`src/inc/jfc_pkg.sv`:
```
package jfc_pkg;

  // ****************************************
  // widths and sizes
  // ****************************************
  localparam int IR_W = 3;
  localparam int DATA_W = 8;
  localparam int FIFO_DEPTH = 16;
  localparam int REF_CLK_NS = 40;

  // ****************************************
  // instruction codes
  // ****************************************
  localparam logic [IR_W-1:0] IR_PUSH = 3'h1;
  localparam logic [IR_W-1:0] IR_POP = 3'h2;
  localparam logic [IR_W-1:0] IR_FLUSH = 3'h3;

  typedef enum logic [1:0] {CMD_BYP, CMD_PUSH, CMD_POP, CMD_FLUSH} jfc_cmd_e;

  // link pins as sampled by the block clock
  typedef struct packed {
    logic tck;
    logic tdi;
    logic cdr;
    logic sdr;
    logic udr;
    logic uir;
    logic [IR_W-1:0] ir;
  } jfc_lnk_s;

  // command decode shared by every place that looks at the instruction
  function automatic jfc_cmd_e jfc_decode(input logic [IR_W-1:0] code);
    unique case (code)
      IR_PUSH: jfc_decode = CMD_PUSH;
      IR_POP: jfc_decode = CMD_POP;
      IR_FLUSH: jfc_decode = CMD_FLUSH;
      default: jfc_decode = CMD_BYP;
    endcase
  endfunction : jfc_decode

endpackage : jfc_pkg

```
`src/inc/jfc_fifo_if.sv`:
```
`timescale 1ns/100ps
// fill and drain handshakes between the decoder and the word store
interface jfc_fifo_if #(
  parameter int W = 8
);
  logic in_valid;
  logic in_ready;
  logic [W-1:0] in_data;
  logic out_valid;
  logic out_ready;
  logic [W-1:0] out_data;

  modport user (output in_valid, in_data, out_ready, input in_ready, out_valid, out_data);
  modport store (input in_valid, in_data, out_ready, output in_ready, out_valid, out_data);
endinterface : jfc_fifo_if

```
`src/rtl/jfc_cmd.sv`:
```
`timescale 1ns/100ps
module jfc_cmd
  import jfc_pkg::*;
#(
  parameter int DW = DATA_W,
  parameter int DEPTH = FIFO_DEPTH
) (
  // clock and reset
  input wire logic ref_clk_i,
  input wire logic rst_i,
  // virtual chain from the hub, test clock domain
  input wire logic tck_i,
  input wire logic tdi_i,
  input wire logic [IR_W-1:0] ir_in_i,
  input wire logic vs_cdr_i,
  input wire logic vs_sdr_i,
  input wire logic vs_udr_i,
  input wire logic vs_uir_i,
  output logic tdo_o,
  // drained words
  output logic [DW-1:0] data_o,
  output logic data_valid_o,
  // status
  output logic fifo_empty_o,
  output logic flush_busy_o
);

  // ****************************************
  // state
  // ****************************************
  typedef struct packed {
    jfc_lnk_s sy1;
    jfc_lnk_s sy2;
    jfc_lnk_s prv;
    logic [DW-1:0] in_chain;
    logic [DW-1:0] out_chain;
    logic [DW-1:0] wr_word;
    logic [DW-1:0] rd_word;
    logic [DW-1:0] dout;
    logic byp;
    logic tdo;
    logic wr_pend;
    logic rd_pend;
    logic flush;
    logic dvalid;
  } jfc_st_s;

  jfc_st_s r_reg;
  jfc_st_s r_next;
  jfc_lnk_s lnk_raw;
  jfc_cmd_e cmd_prv;
  jfc_cmd_e cmd_cur;
  logic tck_rise;
  logic udr_push;
  logic uir_fall;
  logic uir_pop;
  logic uir_flush;
  logic rd_fire;

  jfc_fifo_if #(.W(DW)) f ();

  // refuse widths the chains are not built for
  if (DW < 1 || DW > 64) begin : g_bad_width
    $error("data width out of range");
  end

  // ****************************************
  // word store, on the block clock only
  // ****************************************
  // the test clock never reaches the store; all link pins are sampled
  jfc_fifo #(.W(DW), .DEPTH(DEPTH)) u_fifo (
    .ref_clk_i(ref_clk_i),
    .rst_i(rst_i),
    .st(f.store)
  );

  // ****************************************
  // link sampling and events
  // ****************************************
  assign lnk_raw = '{tck: tck_i, tdi: tdi_i, cdr: vs_cdr_i, sdr: vs_sdr_i, udr: vs_udr_i,
                     uir: vs_uir_i, ir: ir_in_i};
  // one decoder for both fifo sides
  assign cmd_prv = jfc_decode(r_reg.prv.ir);
  assign cmd_cur = jfc_decode(r_reg.sy2.ir);
  // states are taken from the sample before the edge, so a state that moves
  // with the same tck edge cannot be mistaken for the new one
  assign tck_rise = r_reg.sy2.tck && !r_reg.prv.tck;
  assign udr_push = r_reg.sy2.udr && !r_reg.prv.udr && cmd_cur == CMD_PUSH;
  assign uir_fall = !r_reg.sy2.uir && r_reg.prv.uir;
  assign uir_pop = uir_fall && cmd_cur == CMD_POP;
  assign uir_flush = uir_fall && cmd_cur == CMD_FLUSH;

  // fifo handshakes; unknown codes leave both ports idle
  assign f.in_valid = r_reg.wr_pend;
  assign f.in_data = r_reg.wr_word;
  assign f.out_ready = r_reg.rd_pend || r_reg.flush;
  assign rd_fire = f.out_valid && f.out_ready;

  // ****************************************
  // next state
  // ****************************************
  always_comb begin
    r_next = r_reg;
    // first stage feeds only the second
    r_next.sy1 = lnk_raw;
    r_next.sy2 = r_reg.sy1;
    r_next.prv = r_reg.sy2;
    // chain work on each test clock rise
    if (tck_rise) begin
      if (r_reg.prv.cdr && cmd_prv == CMD_POP) begin
        r_next.out_chain = r_reg.rd_word;
      end
      if (r_reg.prv.sdr) begin
        unique case (cmd_prv)
          CMD_PUSH: r_next.in_chain = {r_reg.prv.tdi, r_reg.in_chain[DW-1:1]};
          CMD_POP: r_next.out_chain = {r_reg.prv.tdi, r_reg.out_chain[DW-1:1]};
          CMD_FLUSH: r_next.byp = r_reg.prv.tdi;
          CMD_BYP: r_next.byp = r_reg.prv.tdi;
        endcase
      end
    end
    // output bit follows the selected chain
    unique case (cmd_cur)
      CMD_PUSH: r_next.tdo = r_reg.in_chain[0];
      CMD_POP: r_next.tdo = r_reg.out_chain[0];
      CMD_FLUSH: r_next.tdo = r_reg.byp;
      CMD_BYP: r_next.tdo = r_reg.byp;
    endcase
    // a write waits while the store is full; a later update replaces a word still waiting
    if (f.in_ready) begin
      r_next.wr_pend = 1'b0;
    end
    if (udr_push) begin
      r_next.wr_pend = 1'b1;
      r_next.wr_word = r_reg.in_chain;
    end
    // single read pulse; a read of an empty store keeps the old word
    r_next.rd_pend = uir_pop;
    r_next.dvalid = 1'b0;
    if (rd_fire) begin
      r_next.rd_word = f.out_data;
      r_next.dout = f.out_data;
      r_next.dvalid = 1'b1;
    end
    // burst until empty; a new flush wins over the end of the old one
    if (r_reg.flush && !f.out_valid) begin
      r_next.flush = 1'b0;
    end
    if (uir_flush) begin
      r_next.flush = 1'b1;
    end
  end

  always_ff @(posedge ref_clk_i) begin
    if (rst_i) begin
      r_reg <= '0;
    end else begin
      r_reg <= r_next;
    end
  end

  // ****************************************
  // outputs
  // ****************************************
  assign tdo_o = r_reg.tdo;
  assign data_o = r_reg.dout;
  assign data_valid_o = r_reg.dvalid;
  assign fifo_empty_o = !f.out_valid;
  assign flush_busy_o = r_reg.flush;
endmodule : jfc_cmd

```
`src/rtl/jfc_fifo.sv`:
```
`timescale 1ns/100ps
module jfc_fifo
  import jfc_pkg::*;
#(
  parameter int W = DATA_W,
  parameter int DEPTH = FIFO_DEPTH
) (
  // clock and reset
  input wire logic ref_clk_i,
  input wire logic rst_i,
  // both handshakes
  jfc_fifo_if.store st
);

  localparam int AW = $clog2(DEPTH);

  // pointers carry one extra bit so full and empty are told apart
  typedef struct packed {
    logic [DEPTH-1:0][W-1:0] mem;
    logic [AW:0] wp;
    logic [AW:0] rp;
  } jfc_fst_s;

  jfc_fst_s r_reg;
  jfc_fst_s r_next;
  logic full;
  logic empty;

  // refuse sizes the pointer arithmetic cannot serve, before anything runs
  if (DEPTH < 2 || (1 << AW) != DEPTH || W < 1) begin : g_bad_size
    $error("depth must be a power of two of at least two");
  end

  // ****************************************
  // status and handshakes
  // ****************************************
  assign empty = (r_reg.wp == r_reg.rp);
  assign full = (r_reg.wp[AW-1:0] == r_reg.rp[AW-1:0]) && (r_reg.wp[AW] != r_reg.rp[AW]);
  assign st.in_ready = !full;
  assign st.out_valid = !empty;
  assign st.out_data = r_reg.mem[r_reg.rp[AW-1:0]];

  // next pointers and storage
  always_comb begin
    r_next = r_reg;
    if (st.in_valid && !full) begin
      r_next.mem[r_reg.wp[AW-1:0]] = st.in_data;
      r_next.wp = r_reg.wp + 1'b1;
    end
    if (st.out_ready && !empty) begin
      r_next.rp = r_reg.rp + 1'b1;
    end
  end

  always_ff @(posedge ref_clk_i) begin
    if (rst_i) begin
      r_reg <= '0;
    end else begin
      r_reg <= r_next;
    end
  end

endmodule : jfc_fifo

```
`config.mk`:
```
export PLATFORM = sky130hd
export DESIGN_NAME = jfc_cmd
export DESIGN_NICKNAME = d
export VERILOG_FILES = /design/src/inc/jfc_pkg.sv /design/src/inc/jfc_fifo_if.sv /design/src/rtl/jfc_cmd.sv /design/src/rtl/jfc_fifo.sv
export SDC_FILE = /design/constraint.sdc
export NUM_CORES = 1
export LEC_CHECK = 0
export BUFFER_PORTS_ARGS = -buffer_cell sky130_fd_sc_hd__buf_4
export CELL_PAD_IN_SITES_DETAIL_PLACEMENT = 2
export CELL_PAD_IN_SITES_GLOBAL_PLACEMENT = 2
export CORE_MARGIN = 2
export CORE_UTILIZATION = 41
export CTS_CLUSTER_DIAMETER = 150
export DETAILED_ROUTE_END_ITERATION = 8
export PLACE_DENSITY = 0.86
export SETUP_SLACK_MARGIN = 0.02
export SYNTH_ARGS = -nofsm -noshare
export SYNTH_HDL_FRONTEND = slang
export SYNTH_SLANG_ARGS = --single-unit
```
`constraint.sdc`:
```
create_clock -name ref_clk_i -period 3 [get_ports ref_clk_i]
set_input_delay 0.9 -clock ref_clk_i [delete_from_list [all_inputs] [get_ports ref_clk_i]]
set_output_delay 0.9 -clock ref_clk_i [all_outputs]
set_load 0.05 [all_outputs]
```
Word level (Yosys, flattened, before mapping)
Index checks and enable logic that the tools add are counted.
{"block": "classes", "addsub": 2, "n_lt_le_gt_ge": 3, "n_eq_ne": 16, "muxes": 16, "n_reduce_logical": 25}
{"op": "$bwmux W128", "count": 1}
{"op": "$mux W8", "count": 5}
{"op": "$bmux W8 S4", "count": 1}
{"op": "$demux W8 S4", "count": 1}
{"op": "$eq A3 B2 Y1 const B", "count": 4}
{"op": "$logic_and A1 B1 Y1", "count": 12}
{"op": "$pmux W2 S3", "count": 2}
{"op": "$add A5 B1 Y5 const B", "count": 2}
{"op": "$lt A4 B5 Y1 const B", "count": 2}
{"op": "$eq A2 B2 Y1 const B", "count": 4}
{"op": "$eq A3 B1 Y1 const B", "count": 2}
{"op": "$reduce_and A3 Y1", "count": 2}
{"op": "$eq A5 B5 Y1", "count": 1}
{"op": "$logic_not A1 Y1", "count": 5}
{"op": "$mux W1", "count": 5}
{"op": "$eq A2 B1 Y1 const B", "count": 2}
{"op": "$eq A4 B4 Y1", "count": 1}
{"op": "$ge A4 B1 Y1 const B", "count": 1}
{"op": "$logic_not A2 Y1", "count": 2}
{"op": "$reduce_or A2 Y1", "count": 2}
{"op": "$pmux W1 S3", "count": 1}
{"op": "$ne A2 B2 Y1 const B", "count": 1}
{"op": "$reduce_bool A2 Y1", "count": 1}
{"op": "$logic_or A1 B1 Y1", "count": 1}
{"op": "$ne A1 B1 Y1", "count": 1}
{"block": "word_totals", "ff_bits": 203, "in_bits": 11, "output_inout_bits": 12, "wordCells": 111}

Logic depth before layout (Yosys ltp)
Gate-level depths: netlist (run 1).
{"block": "depth", "word_depth": 7, "ltp_mapped": 9, "ltp_nobuf": 7}

Modules after synthesis
From an unflattened synthesis (run 1), not the netlist that was laid out.
{"block": "unflattened", "cells_unflattened": 840, "hier_area_um2": 8887.3}
{"mod": "jfc_fifo", "n_inst": 1, "cells_per_inst": 608, "area_each_um2": 6467.5, "seq_area_each_um2": 2762.6}
{"mod": "jfc_cmd", "n_inst": 1, "cells_per_inst": 232, "area_each_um2": 2419.8, "seq_area_each_um2": 1301.2}

Worst setup path before layout (run 1)
OpenSTA, ideal clock, no wires.
{"block": "synth_timing", "kind": "register -> output", "start": "register u_fifo.r_reg[3] (netlist name)", "end": "output port fifo_empty_o", "arrival_ns": 1.753, "required_ns": 2.100, "setup_slack_ns": 0.347, "path_stages_with_launch": 7, "path_buffers": 2, "path_cell_list": "dfxtp_1 -> buf_4 -> xor2_1 -> nor4_4 -> buf_4 -> nand2_1 -> inv_1"}
{"block": "synth_via", "elab_chain_cells": 1}
{"element": "start, declared", "line": "jfc_fifo.sv:24", "source": "jfc_fst_s r_reg;"}
{"element": "start signal, assigned", "line": "jfc_fifo.sv:59", "source": "r_reg <= r_next;"}
{"element": "$eq A5 B5 Y1", "line": "jfc_fifo.sv:37", "source": "assign empty = (r_reg.wp == r_reg.rp);"}
{"element": "end, declared", "line": "jfc_cmd.sv:24", "source": "output logic fifo_empty_o,"}
No other way between the ends.

Worst setup path in the final report (run 1)
{"block": "layout_timing", "start": "register u_fifo.r_reg[7] (netlist name)", "end": "output port fifo_empty_o"}
Same word-level chain as after synthesis.

==> impl_metrics.py, run 1 <==
metrics = {
    "status": {
        "outcome": "complete, no violations",
    },
    "placed_design": {
        "placedInstanceArea_sq_um": 9010,
        "buffer_ports.inserted": 22,
        "finalWeightedCongestion": 0.756,
        "dp.final_hpwl_um": 16700,
    },
    "setup_path": {
        "crit_path_max_incr_delay_ps": 610,
        "startpoint_type": "flop",
        "crit_path_end_kind": "primary output",
        "timing.critical_path.required_ps": 2100,
        "critical-path-top-delay-family": "flip-flops",
        "cell_with_the_largest_stage_delay_on_the_worst_path": "dfxtp_1",
        "ordered_cell_list_for_the_critical_path": "xor2_1, nor4_4, nand2_1, inv_1, buf_4",
        "timing.critical_path.fanout_max": 10,
        "critPathArrivalTime_ps": 1970,
        "timing.critical_path.buf_inv": 2,
        "critical_path_class": "flop to primary output",
    },
    "timing": {
        "max_slew.worst_pin.slew_ps": 1260,
        "timing.final.crit_period_ps": 2870,
        "setup_viol": 0,
        "clock_skew_ps": 15.4,
        "finalHoldViolations": 0,
        "setup_repair_after_global_routing_missed_its_margin": "no",
        "slew_headroom_pct": 16.2,
        "setup_total_negative_slack_ps": 0,
        "achievable-frequency_ghz": 0.348,
        "final-max-slew-violation-count": 0,
        "period_share_pct": 95.7,
        "worst_hold_slack_ps": 433,
    },
    "yosys": {
        "synth_flop_cell": "dfxtp_1",
        "yosys_cell_types": 36,
        "synth.avg_cell_area_sq_um": 10.3,
        "xor_xnor_share_of_the_synthesized_area_pct": 1.40,
        "synth_seq_cells": 203,
        "async_reset_ff_share_pct": 0,
        "syn_nets": 870,
        "netlist_area_sq_um": 8730,
        "synth-edff-count": 0,
        "adder_and_majority_cell_fraction_of_the_synthesized_area_pct": 1.58,
        "post_synth_and_or_nand_nor_area_fraction_pct": 14.2,
        "netlist_instances": 848,
        "synth_sequential_area_ratio_pct": 46.5,
        "yosys_warnings": 0,
        "synthMuxAreaShare_pct": 24.0,
        "main_combinational_cell_family_by_area_after_synthesis": "multiplexers",
        "synth-compound-area-share_pct": 7.35,
    },
    "grt": {
        "antenna_found_initial": 0,
        "global_route.overflow_total": 0,
        "grt_first_pass_wirelength_um": 43700,
        "grt_max_degree": 68,
        "first_global_vias": 7148,
        "track_usage_pct": 25.6,
    },
    "power_and_ir_drop": {
        "power.density_cell_area_nw_per_um2": 569,
        "p_sw_mw": 1.24,
        "power.ir.vdd_worst_mv": 0.332,
        "p_int_mw": 4.30,
        "leakagePower_nw": 3.62,
        "power.switching_fraction_pct": 22.4,
        "power_frac_comb_pct": 1.7,
        "power_mw": 5.54,
        "pwr-share-seq_pct": 49.0,
        "pwr-share-clk_pct": 49.3,
    },
    "detailed_routing": {
        "drt_drc_violations_left": 0,
        "initialDrtViolationCount": 404,
        "post_detailed_route_via_to_cell_ratio": 5.59,
        "vias": 6276,
        "detail_route.wl_per_cell_um": 25.2,
        "drtPass1Iterations": 7,
        "detail_route.wirelength_um": 28200,
        "final_antenna_net_count": 0,
    },
    "final_layout": {
        "layout-drive-gt1-share_pct": 15.6,
        "layout.cells.most_common": "dfxtp_1",
        "areaGrowthSynthToFinish_pct": 11.5,
        "layout.cells.most_common_list": "dfxtp_1 (200), nor2_1 (170), mux2i_1 (137), nand2_1 (38), nor2b_1 (37)",
        "layout.nets": 853,
        "largest_register_ff_count": 138,
        "post_layout_inst_area_sq_um": 9740,
        "antennaDiodeCount": 0,
    },
    "clock_network": {
        "clkTransAtPathRegs_ps": 60,
        "cts_buffers": 23,
        "clock_tree.buffer_depth": 3,
        "clk_latency_ps": 520,
        "cts_hold_buffers": 0,
        "cts_tree": "yes",
        "cts_sinks": 203,
        "cts-root-buf": "clkbuf_16",
        "htree_num_levels": 1,
    },
    "die": {
        "fp.dieH_um": 150,
        "core_area_sq_um": 21000,
        "floorplan.initialDensity_pct": 41.7,
        "die_area_sq_um": 22500,
        "std_cell_rows": 53,
        "die_x_um": 150,
        "design.portCount": 23,
    },
    "job": {
        "maxCapViolCount": 0,
    },
    "hold_path": {
        "timing.hold.worst.class": "flop to flop",
    },
}
-- path summary, 6_finish.rpt --
path | slack [ps] | end | cells past startpoint | startpoint
worst max-delay path | 130 | fifo_empty_o | 5 | u_fifo.r_reg[7]$_SDFFE_PP0P_
worst min-delay path | 430 | r_reg[2]$_SDFF_PP0_ | 1 | r_next[49]$_SDFF_PP0_
worst max register to register | 190 | u_fifo.r_reg[114]$_SDFFE_PP0P_ | 7 | u_fifo.r_reg[7]$_SDFFE_PP0P_
worst min register to register | 430 | r_reg[2]$_SDFF_PP0_ | 1 | r_next[49]$_SDFF_PP0_
-- metal layers --
layer	vias to the layer above	share of wire (%)	global-route usage (%)
met5	-	0	0
met4	0	2.8	7.83
met3	56	4.9	4.36
met2	139	50	44.8
met1	3238	42	32.1
li1	2843	-	-
-- cells in the mapped netlist, types with 2 or more instances --
master | n | area [sq um]
mux2i_1 | 137 | 1370
nor2b_1 | 37 | 231
nor3_1 | 16 | 80.1
xnor2_1 | 9 | 78.8
a311oi_1 | 7 | 61.3
buf_6 | 3 | 33.8
a211oi_2 | 2 | 25.0
mux2_2 | 16 | 180
nand2b_1 | 6 | 37.5
inv_1 | 10 | 37.5
a211oi_1 | 20 | 150
a211oi_4 | 9 | 180
nand3_1 | 11 | 55.1
nand2_1 | 38 | 143
mux4_2 | 24 | 541
xor2_1 | 5 | 43.8
a21oi_1 | 15 | 75.1
buf_2 | 6 | 30.0
clkbuf_1 | 53 | 199
ha_1 | 11 | 138
o22ai_1 | 9 | 56.3
dfxtp_1 | 203 | 4060
buf_4 | 16 | 120
a2111o_1 | 4 | 45.0
nor2_1 | 170 | 638
-- cells by family (layout without fill, tap and decap cells) --
kind of cell    count (synthesis)  in the layout
simple gates                  283            283
flops                         203            203
mux                           177            177
buf+inv                        89             88
compound gates                 71             71
xor+xnor                       14             14
fa+ha+maj                      11             11
-- layout make-up --
type | instances | area [sq um]
fillers | 2164 | 11200
multi-input cells | 556 | 4240
flip-flops and latches | 203 | 4070
clock buffers | 34 | 677
well taps | 275 | 344
repair buffers | 37 | 332
clock inverters | 7 | 41.3
inverters | 10 | 37.5
-- power groups by stage --
| stage | registers, mW | logic [mW] | clock network (mW) |
|---|---|---|---|
| after floorplan | 2.77 | 0.0579 | 0 |
| after global placement | 2.78 | 0.0884 | 0 |
| after detailed placement | 2.78 | 0.0911 | 0 |
| after CTS | 2.72 | 0.0945 | 2.77 |
| after global routing | 2.72 | 0.101 | 2.89 |
| final | 2.72 | 0.0934 | 2.73 |
-- through the flow --
stage,utilization (%),cells,worst slack [ps]
3_3_place_gp,43.0,1080,443
2_1_floorplan,-,848,347
6_report,46.5,1122,130
3_5_place_dp,43.0,1080,371
5_1_grt,46.5,1122,56.3
4_1_cts,46.5,1122,73.1
-- timing repair --
action,4_1_cts,5_1_grt
gates resized for setup,0,1
pin swaps,1,0
setup endpoints to repair,1,1
buffers inserted,1,0
Power figures use the tool's default switching activity.
==> run 2, diff against run 1 <==
--- a/config.mk
+++ b/config.mk
@@ -9,11 +9,13 @@
 export CELL_PAD_IN_SITES_DETAIL_PLACEMENT = 2
 export CELL_PAD_IN_SITES_GLOBAL_PLACEMENT = 2
 export CORE_MARGIN = 2
-export CORE_UTILIZATION = 41
+export CORE_UTILIZATION = 42
 export CTS_CLUSTER_DIAMETER = 150
 export DETAILED_ROUTE_END_ITERATION = 8
-export PLACE_DENSITY = 0.86
+export HOLD_SLACK_MARGIN = 0.15
+export PLACE_DENSITY = 0.87
 export SETUP_SLACK_MARGIN = 0.02
 export SYNTH_ARGS = -nofsm -noshare
 export SYNTH_HDL_FRONTEND = slang
+export SYNTH_HIERARCHICAL = 1
 export SYNTH_SLANG_ARGS = --single-unit
==> impl_metrics.py, run 2 <==
metrics = {
    "detailed_routing": {
        "routed.top_layer": "met4",
        "initialDrtViolationCount": 292,
        "detail_route.wl_per_cell_um": 26.7,
        "drt_drc_violations_left": 0,
        "detail_route.wirelength_um": 30200,
        "met1_length_um": 11500,
        "post_detailed_route_via_to_cell_ratio": 5.74,
        "final_antenna_net_count": 0,
        "wl_met2_um": 15600,
        "vias": 6497,
        "met3WireLength_um": 1760,
        "drtPass1Iterations": 4,
    },
    "yosys": {
        "xor_xnor_share_of_the_synthesized_area_pct": 0.845,
        "syn_nets": 860,
        "synth.largest_area_cell": "dfxtp_1",
        "synth_seq_cells": 203,
        "synthMuxAreaShare_pct": 27.3,
        "main_combinational_cell_family_by_area_after_synthesis": "multiplexers",
        "synth_sequential_area_ratio_pct": 45.7,
        "netlist_top_cells_area": "dfxtp_1 (46%), mux2i_1 (18%), mux4_2 (8.1%), nand2_1 (6.9%), nor2b_1 (3.1%)",
        "synth.avg_cell_area_sq_um": 10.6,
        "post_synth_and_or_nand_nor_area_fraction_pct": 14.0,
        "yosys_warnings": 6,
        "netlist_instances": 840,
        "synth_flop_cell": "dfxtp_1",
        "synth-edff-count": 0,
        "area_fraction_of_the_dominant_cell_type_after_synthesis_pct": 45.7,
        "synthTopCellsByCount": "dfxtp_1 (203), nand2_1 (163), mux2i_1 (161)",
        "most_frequent_cell_after_synthesis": "dfxtp_1",
        "async_reset_ff_share_pct": 0,
        "netlist_area_sq_um": 8890,
        "adder_and_majority_cell_fraction_of_the_synthesized_area_pct": 1.27,
        "yosys_cell_types": 47,
        "synth-compound-area-share_pct": 6.69,
    },
    "grt": {
        "track_usage_pct": 27.5,
        "global_route.overflow_total": 0,
        "antenna_found_initial": 1,
        "grt_max_degree": 84,
        "first_global_vias": 7598,
        "grt_first_pass_wirelength_um": 46100,
    },
    "setup_path": {
        "critical-path-top-delay-family": "flip-flops",
        "critPathArrivalTime_ps": 1960,
        "timing.critical_path.fanout_max": 10,
        "cell_with_the_largest_stage_delay_on_the_worst_path": "dfxtp_2",
        "crit_path_end_kind": "primary output",
        "critical_path_class": "flop to primary output",
        "reg2reg_setup_slack_ps": 430,
        "crit_path_max_incr_delay_ps": 590,
        "ordered_cell_list_for_the_critical_path": "xnor2_2, and4_1, nand2_1, inv_1, buf_4",
        "timing.critical_path.buf_inv": 2,
        "timing.critical_path.required_ps": 2100,
        "startpoint_type": "flop",
        "worstSetupPathDepth": 5,
        "worst-r2r-cell-count": 6,
    },
    "clock_network": {
        "cts_hold_buffers": 0,
        "clkTransAtPathRegs_ps": 70,
        "cts_buffers": 23,
        "htree_num_levels": 1,
        "clock_tree.buffer_depth": 3,
        "cts-root-buf": "clkbuf_16",
        "clk_latency_ps": 510,
        "cts_tree": "yes",
        "cts_sinks": 203,
    },
    "timing": {
        "max_slew.worst_pin.slew_ps": 934,
        "clock_skew_ps": 13.2,
        "final-max-slew-violation-count": 0,
        "achievable-frequency_ghz": 0.349,
        "setup_repair_after_global_routing_missed_its_margin": "no",
        "setup_total_negative_slack_ps": 0,
        "setup_viol": 0,
        "finalHoldViolations": 0,
        "slew_headroom_pct": 37.7,
        "timing.final.crit_period_ps": 2860,
        "period_share_pct": 95.4,
    },
    "final_layout": {
        "layout.cells.most_common_list": "dfxtp_1 (200), nand2_1 (163), mux2i_1 (161), nor2b_1 (44)",
        "layout.nets": 860,
        "antennaDiodeCount": 0,
        "areaGrowthSynthToFinish_pct": 12.1,
        "layout.cells.most_common": "dfxtp_1",
        "layout-drive-gt1-share_pct": 17.6,
        "sequential_cell_area_sq_um": 4070,
        "fillers": 2102,
        "area_occupied_by_multi_input_gates_sq_um": 4450,
        "largest_register_ff_count": 138,
        "post-route-util_pct": 47.7,
    },
    "die": {
        "core_area_sq_um": 20900,
        "std_cell_rows": 53,
        "floorplan.initialDensity_pct": 42.5,
        "die_x_um": 149,
        "design.portCount": 23,
        "fp.dieH_um": 149,
        "die_area_sq_um": 22300,
    },
    "hold_path": {
        "timing.hold.worst.class": "flop to flop",
        "hold_depth": 1,
    },
    "power_and_ir_drop": {
        "leakagePower_nw": 4.38,
        "power.density_cell_area_nw_per_um2": 569,
        "power.ir.vdd_worst_mv": 0.256,
        "power_mw": 5.67,
    },
    "placed_design": {
        "buffer_ports.inserted": 22,
        "dp.final_hpwl_um": 17900,
        "finalWeightedCongestion": 0.815,
    },
    "job": {
        "maxCapViolCount": 0,
    },
    "status": {
        "outcome": "complete, no violations",
    },
}
run 2: cell count changes after synthesis, sizes merged, moves of 14 or more:
cell / change
a211oi: -16
a21oi: +14
mux2i: +24
nand2: +125
clkbuf: -18
nor2: -129
o21ai: +18
run 2: cell families (layout without fill, tap and decap cells):
logic type                 count (synthesis)  in the layout
xor gates and xnor gates                   6              6
buffers and inverters                     75             91
adders and majority gates                  9              9
AOI/OAI and AO/OA                         72             72
DFF                                      203            203
and+or+nand+nor                          274            274
muxes                                    201            201
run 2: metal layers:
metal / vias to the layer above / GRT usage, %
li1: 2881 / -
met1: 3326 / 31.0
met2: 196 / 49.6
met3: 94 / 5.40
met4: 0 / 13.1
met5: - / 0
run 2: path summary, 6_finish.rpt:
check | startpoint | end
worst max-delay path | u_fifo/r_reg[0]$_SDFFE_PP0P_ | fifo_empty_o
worst min-delay path | r_next[57]$_SDFF_PP0_ | r_next[48]$_SDFF_PP0_
worst max register to register | u_fifo/r_reg[2]$_SDFFE_PP0P_ | data_o[5]$_SDFFE_PP0P_
worst min register to register | r_next[57]$_SDFF_PP0_ | r_next[48]$_SDFF_PP0_
run 2: report_power, final:
part	switching (mW)	total, mW	internal (mW)
combinational	0.0715	0.100	0.0286
sequential	0.00929	2.72	2.71
clock	1.18	2.85	1.67
total	1.26	5.67	4.41
run 2: what timing repair did:
| item | CTS | global route |
|---|---|---|
| setup endpoints to repair | 1 | 1 |
| gates cloned | 0 | 0 |
| setup buffers | 0 | 0 |
| resized for setup | 1 | 1 |
run 2: worst reg2reg max path: cells and delay by family (launching register included):
family | cells | cell delay [ps]
flip-flops | 1 | 370
buffers and inverters | 1 | 400
AO/OA/AOI/OAI | 2 | 740
AND/OR/NAND/NOR | 1 | 80
multiplexers | 2 | 810
run 2: per-stage QoR:
| step | hold slack [ps] | cell area [sq um] | instances | setup slack (ps) |
|---|---|---|---|---|
| after floorplan | 414 | 8890 | 840 | 662 |
| after global placement | 417 | 9200 | 1090 | 653 |
| after detailed placement | 432 | 9200 | 1090 | 458 |
| after CTS | 451 | 9960 | 1131 | 79.1 |
| after global routing | 466 | 9960 | 1131 | 42.6 |
| final | 443 | 9960 | 1131 | 138 |
run 2: final cells by class:
class,instances,share of cell area (%)
flip-flops and latches,203,40.8
multi-input cells,562,44.7
repair buffers,41,3.09
inverters,9,0.352
clock buffers,34,6.90
clock inverters,7,0.691
well taps,275,3.45
==> run 3, diff against run 2 <==
--- a/config.mk
+++ b/config.mk
@@ -9,12 +9,12 @@
 export CELL_PAD_IN_SITES_DETAIL_PLACEMENT = 2
 export CELL_PAD_IN_SITES_GLOBAL_PLACEMENT = 2
 export CORE_MARGIN = 2
-export CORE_UTILIZATION = 42
+export CORE_UTILIZATION = 25
 export CTS_CLUSTER_DIAMETER = 150
 export DETAILED_ROUTE_END_ITERATION = 8
 export HOLD_SLACK_MARGIN = 0.15
-export PLACE_DENSITY = 0.87
-export SETUP_SLACK_MARGIN = 0.02
+export PLACE_DENSITY = 0.59
+export SETUP_SLACK_MARGIN = 0.15
 export SYNTH_ARGS = -nofsm -noshare
 export SYNTH_HDL_FRONTEND = slang
 export SYNTH_HIERARCHICAL = 1
==> constraint.sdc (replaced) <==
create_clock -name ref_clk_i -period 3 [get_ports ref_clk_i]
set_input_delay 0.9 -clock ref_clk_i [delete_from_list [all_inputs] [get_ports ref_clk_i]]
set_output_delay 0.9 -clock ref_clk_i [all_outputs]
set_load 0.1 [all_outputs]
==> impl_metrics.py, run 3 (same netlist as run 2, synthesis figures left out) <==
metrics = {
    "timing": {
        "max_slew.worst_pin.slew_ps": 731,
        "setup_total_negative_slack_ps": 0,
        "period_share_pct": 90.0,
        "slew_headroom_pct": 51.3,
        "achievable-frequency_ghz": 0.370,
        "setup_repair_after_global_routing_missed_its_margin": "no",
        "timing.final.crit_period_ps": 2700,
        "finalHoldViolations": 0,
        "setup_viol": 0,
        "clock_skew_ps": 17.3,
        "final-max-slew-violation-count": 0,
    },
    "setup_path": {
        "timing.critical_path.required_ps": 2100,
        "crit_path_end_kind": "primary output",
        "timing.critical_path.fanout_max": 11,
        "crit_path_max_incr_delay_ps": 390,
        "critical_path_class": "flop to primary output",
        "critPathArrivalTime_ps": 1800,
        "critical-path-top-delay-family": "flip-flops",
        "cell_with_the_largest_stage_delay_on_the_worst_path": "dfxtp_4",
        "startpoint_type": "flop",
        "ordered_cell_list_for_the_critical_path": "xnor2_2, and4_1, nand2_1, inv_1, buf_6",
        "timing.critical_path.buf_inv": 2,
    },
    "placed_design": {
        "dpl.cell_count": 1277,
        "dp.final_hpwl_um": 16200,
        "finalWeightedCongestion": 0.700,
        "buffer_ports.inserted": 22,
    },
    "clock_network": {
        "cts_buffers": 25,
        "cts-root-buf": "clkbuf_16",
        "cts_sinks": 203,
        "clk_latency_ps": 540,
        "htree_num_levels": 1,
        "postCtsSetupBuffers": 0,
        "clkTransAtPathRegs_ps": 60,
        "cts_hold_buffers": 0,
        "clock_tree.buffer_depth": 3,
        "cts_tree": "yes",
    },
    "detailed_routing": {
        "drtPass1Iterations": 4,
        "detail_route.wirelength_um": 24800,
        "detail_route.wl_per_cell_um": 18.8,
        "vias": 6018,
        "drt_drc_violations_left": 0,
        "final_antenna_net_count": 0,
        "post_detailed_route_via_to_cell_ratio": 4.55,
        "initialDrtViolationCount": 173,
    },
    "grt": {
        "track_usage_pct": 13.9,
        "antenna_found_initial": 0,
        "first_global_vias": 6585,
        "global_route.overflow_total": 0,
        "grt_first_pass_wirelength_um": 39600,
        "grt_max_degree": 92,
    },
    "power_and_ir_drop": {
        "power.ir.vdd_worst_mv": 0.414,
        "power.density_cell_area_nw_per_um2": 560,
        "leakagePower_nw": 4.44,
    },
    "job": {
        "maxCapViolCount": 0,
    },
    "final_layout": {
        "layout.cells.most_common": "dfxtp_1",
        "post-route-util_pct": 29.2,
        "layout-drive-gt1-share_pct": 18.6,
        "layout.cells.non_filler": 1322,
        "antennaDiodeCount": 0,
        "areaGrowthSynthToFinish_pct": 15.9,
        "layout.nets": 863,
        "sequential_cell_area_sq_um": 4070,
        "layout.cells.most_common_list": "dfxtp_1 (197), nand2_1 (163), mux2i_1 (161), nor2b_1 (44), nor2_1 (41)",
        "largest_register_ff_count": 138,
        "area_occupied_by_multi_input_gates_sq_um": 4460,
        "fillers": 3884,
    },
    "die": {
        "floorplan.initialDensity_pct": 25.2,
        "std_cell_rows": 69,
        "fp.dieH_um": 193,
        "core_area_sq_um": 35300,
        "design.portCount": 23,
        "die_x_um": 193,
        "die_area_sq_um": 37100,
    },
    "hold_path": {
        "timing.hold.worst.class": "flop to flop",
    },
    "status": {
        "outcome": "complete, no violations",
    },
}
==> run 3: cell types whose count changed in the layout (fill, tap and decap cells not counted), sizes merged <==
cell / previous run / this run
bufinv: 1 / 0
clkinvlp: 2 / 0
buf: 41 / 42
clkbuf: 34 / 39
inv: 8 / 10
==> run 3: final timing paths <==
path / startpoint / to / slack (ps) / depth (start not counted)
worst min register to register: r_next[51]$_SDFF_PP0_ / r_reg[51]$_SDFF_PP0_ / 440 / 1
worst min-delay path: r_next[51]$_SDFF_PP0_ / r_reg[51]$_SDFF_PP0_ / 440 / 1
worst max-delay path: u_fifo/r_reg[7]$_SDFFE_PP0P_ / fifo_empty_o / 300 / 5
worst max register to register: u_fifo/r_reg[2]$_SDFFE_PP0P_ / data_o[5]$_SDFFE_PP0P_ / 590 / 6
==> run 3: repair_timing <==
action                                  CTS  global route
endpoints found under the setup margin    1             1
gates resized for setup                   4             3
hold endpoints to repair                  0             0
==> run 3: area by class of cell <==
class | count | share of cell area (%)
clock buffer | 39 | 7.55
clock inverter | 6 | 0.328
inverter | 9 | 0.352
multi-input combinational | 562 | 43.3
sequential | 203 | 39.5
tap | 461 | 5.60
timing repair buffer | 42 | 3.34
==> run 3: worst reg2reg max path, cell delays in order, from the launching register on <==
cell	delay, ps
dfxtp_2	360
buf_4	490
mux4_2	600
a211oi_1	450
a21oi_1	150
mux2i_1	180
nor2_1	60
==> run 3: routing by layer <==
metal	up-vias	wire length [um]	track usage (%)
met5	-	0	0
li1	2893	-	-
met1	3042	11700	18.0
met3	34	568	2.25
met2	49	12000	24.4
met4	0	498	3.14
==> run 3: power breakdown <==
group          internal, mW  switching, mW
clock network          1.77           1.18
registers              2.71        0.00667
logic                0.0291         0.0696
total                  4.51           1.25
==> run 3: stage by stage <==
step	power, mW	area [sq um]	hold WS, ps	setup slack [ps]
finish	5.77	10300	436	299
global route	6.01	10300	457	166
CTS	5.90	10300	443	176
detailed placement	2.88	9470	429	584
global placement	2.88	9470	415	617
floorplan	2.84	8890	414	381
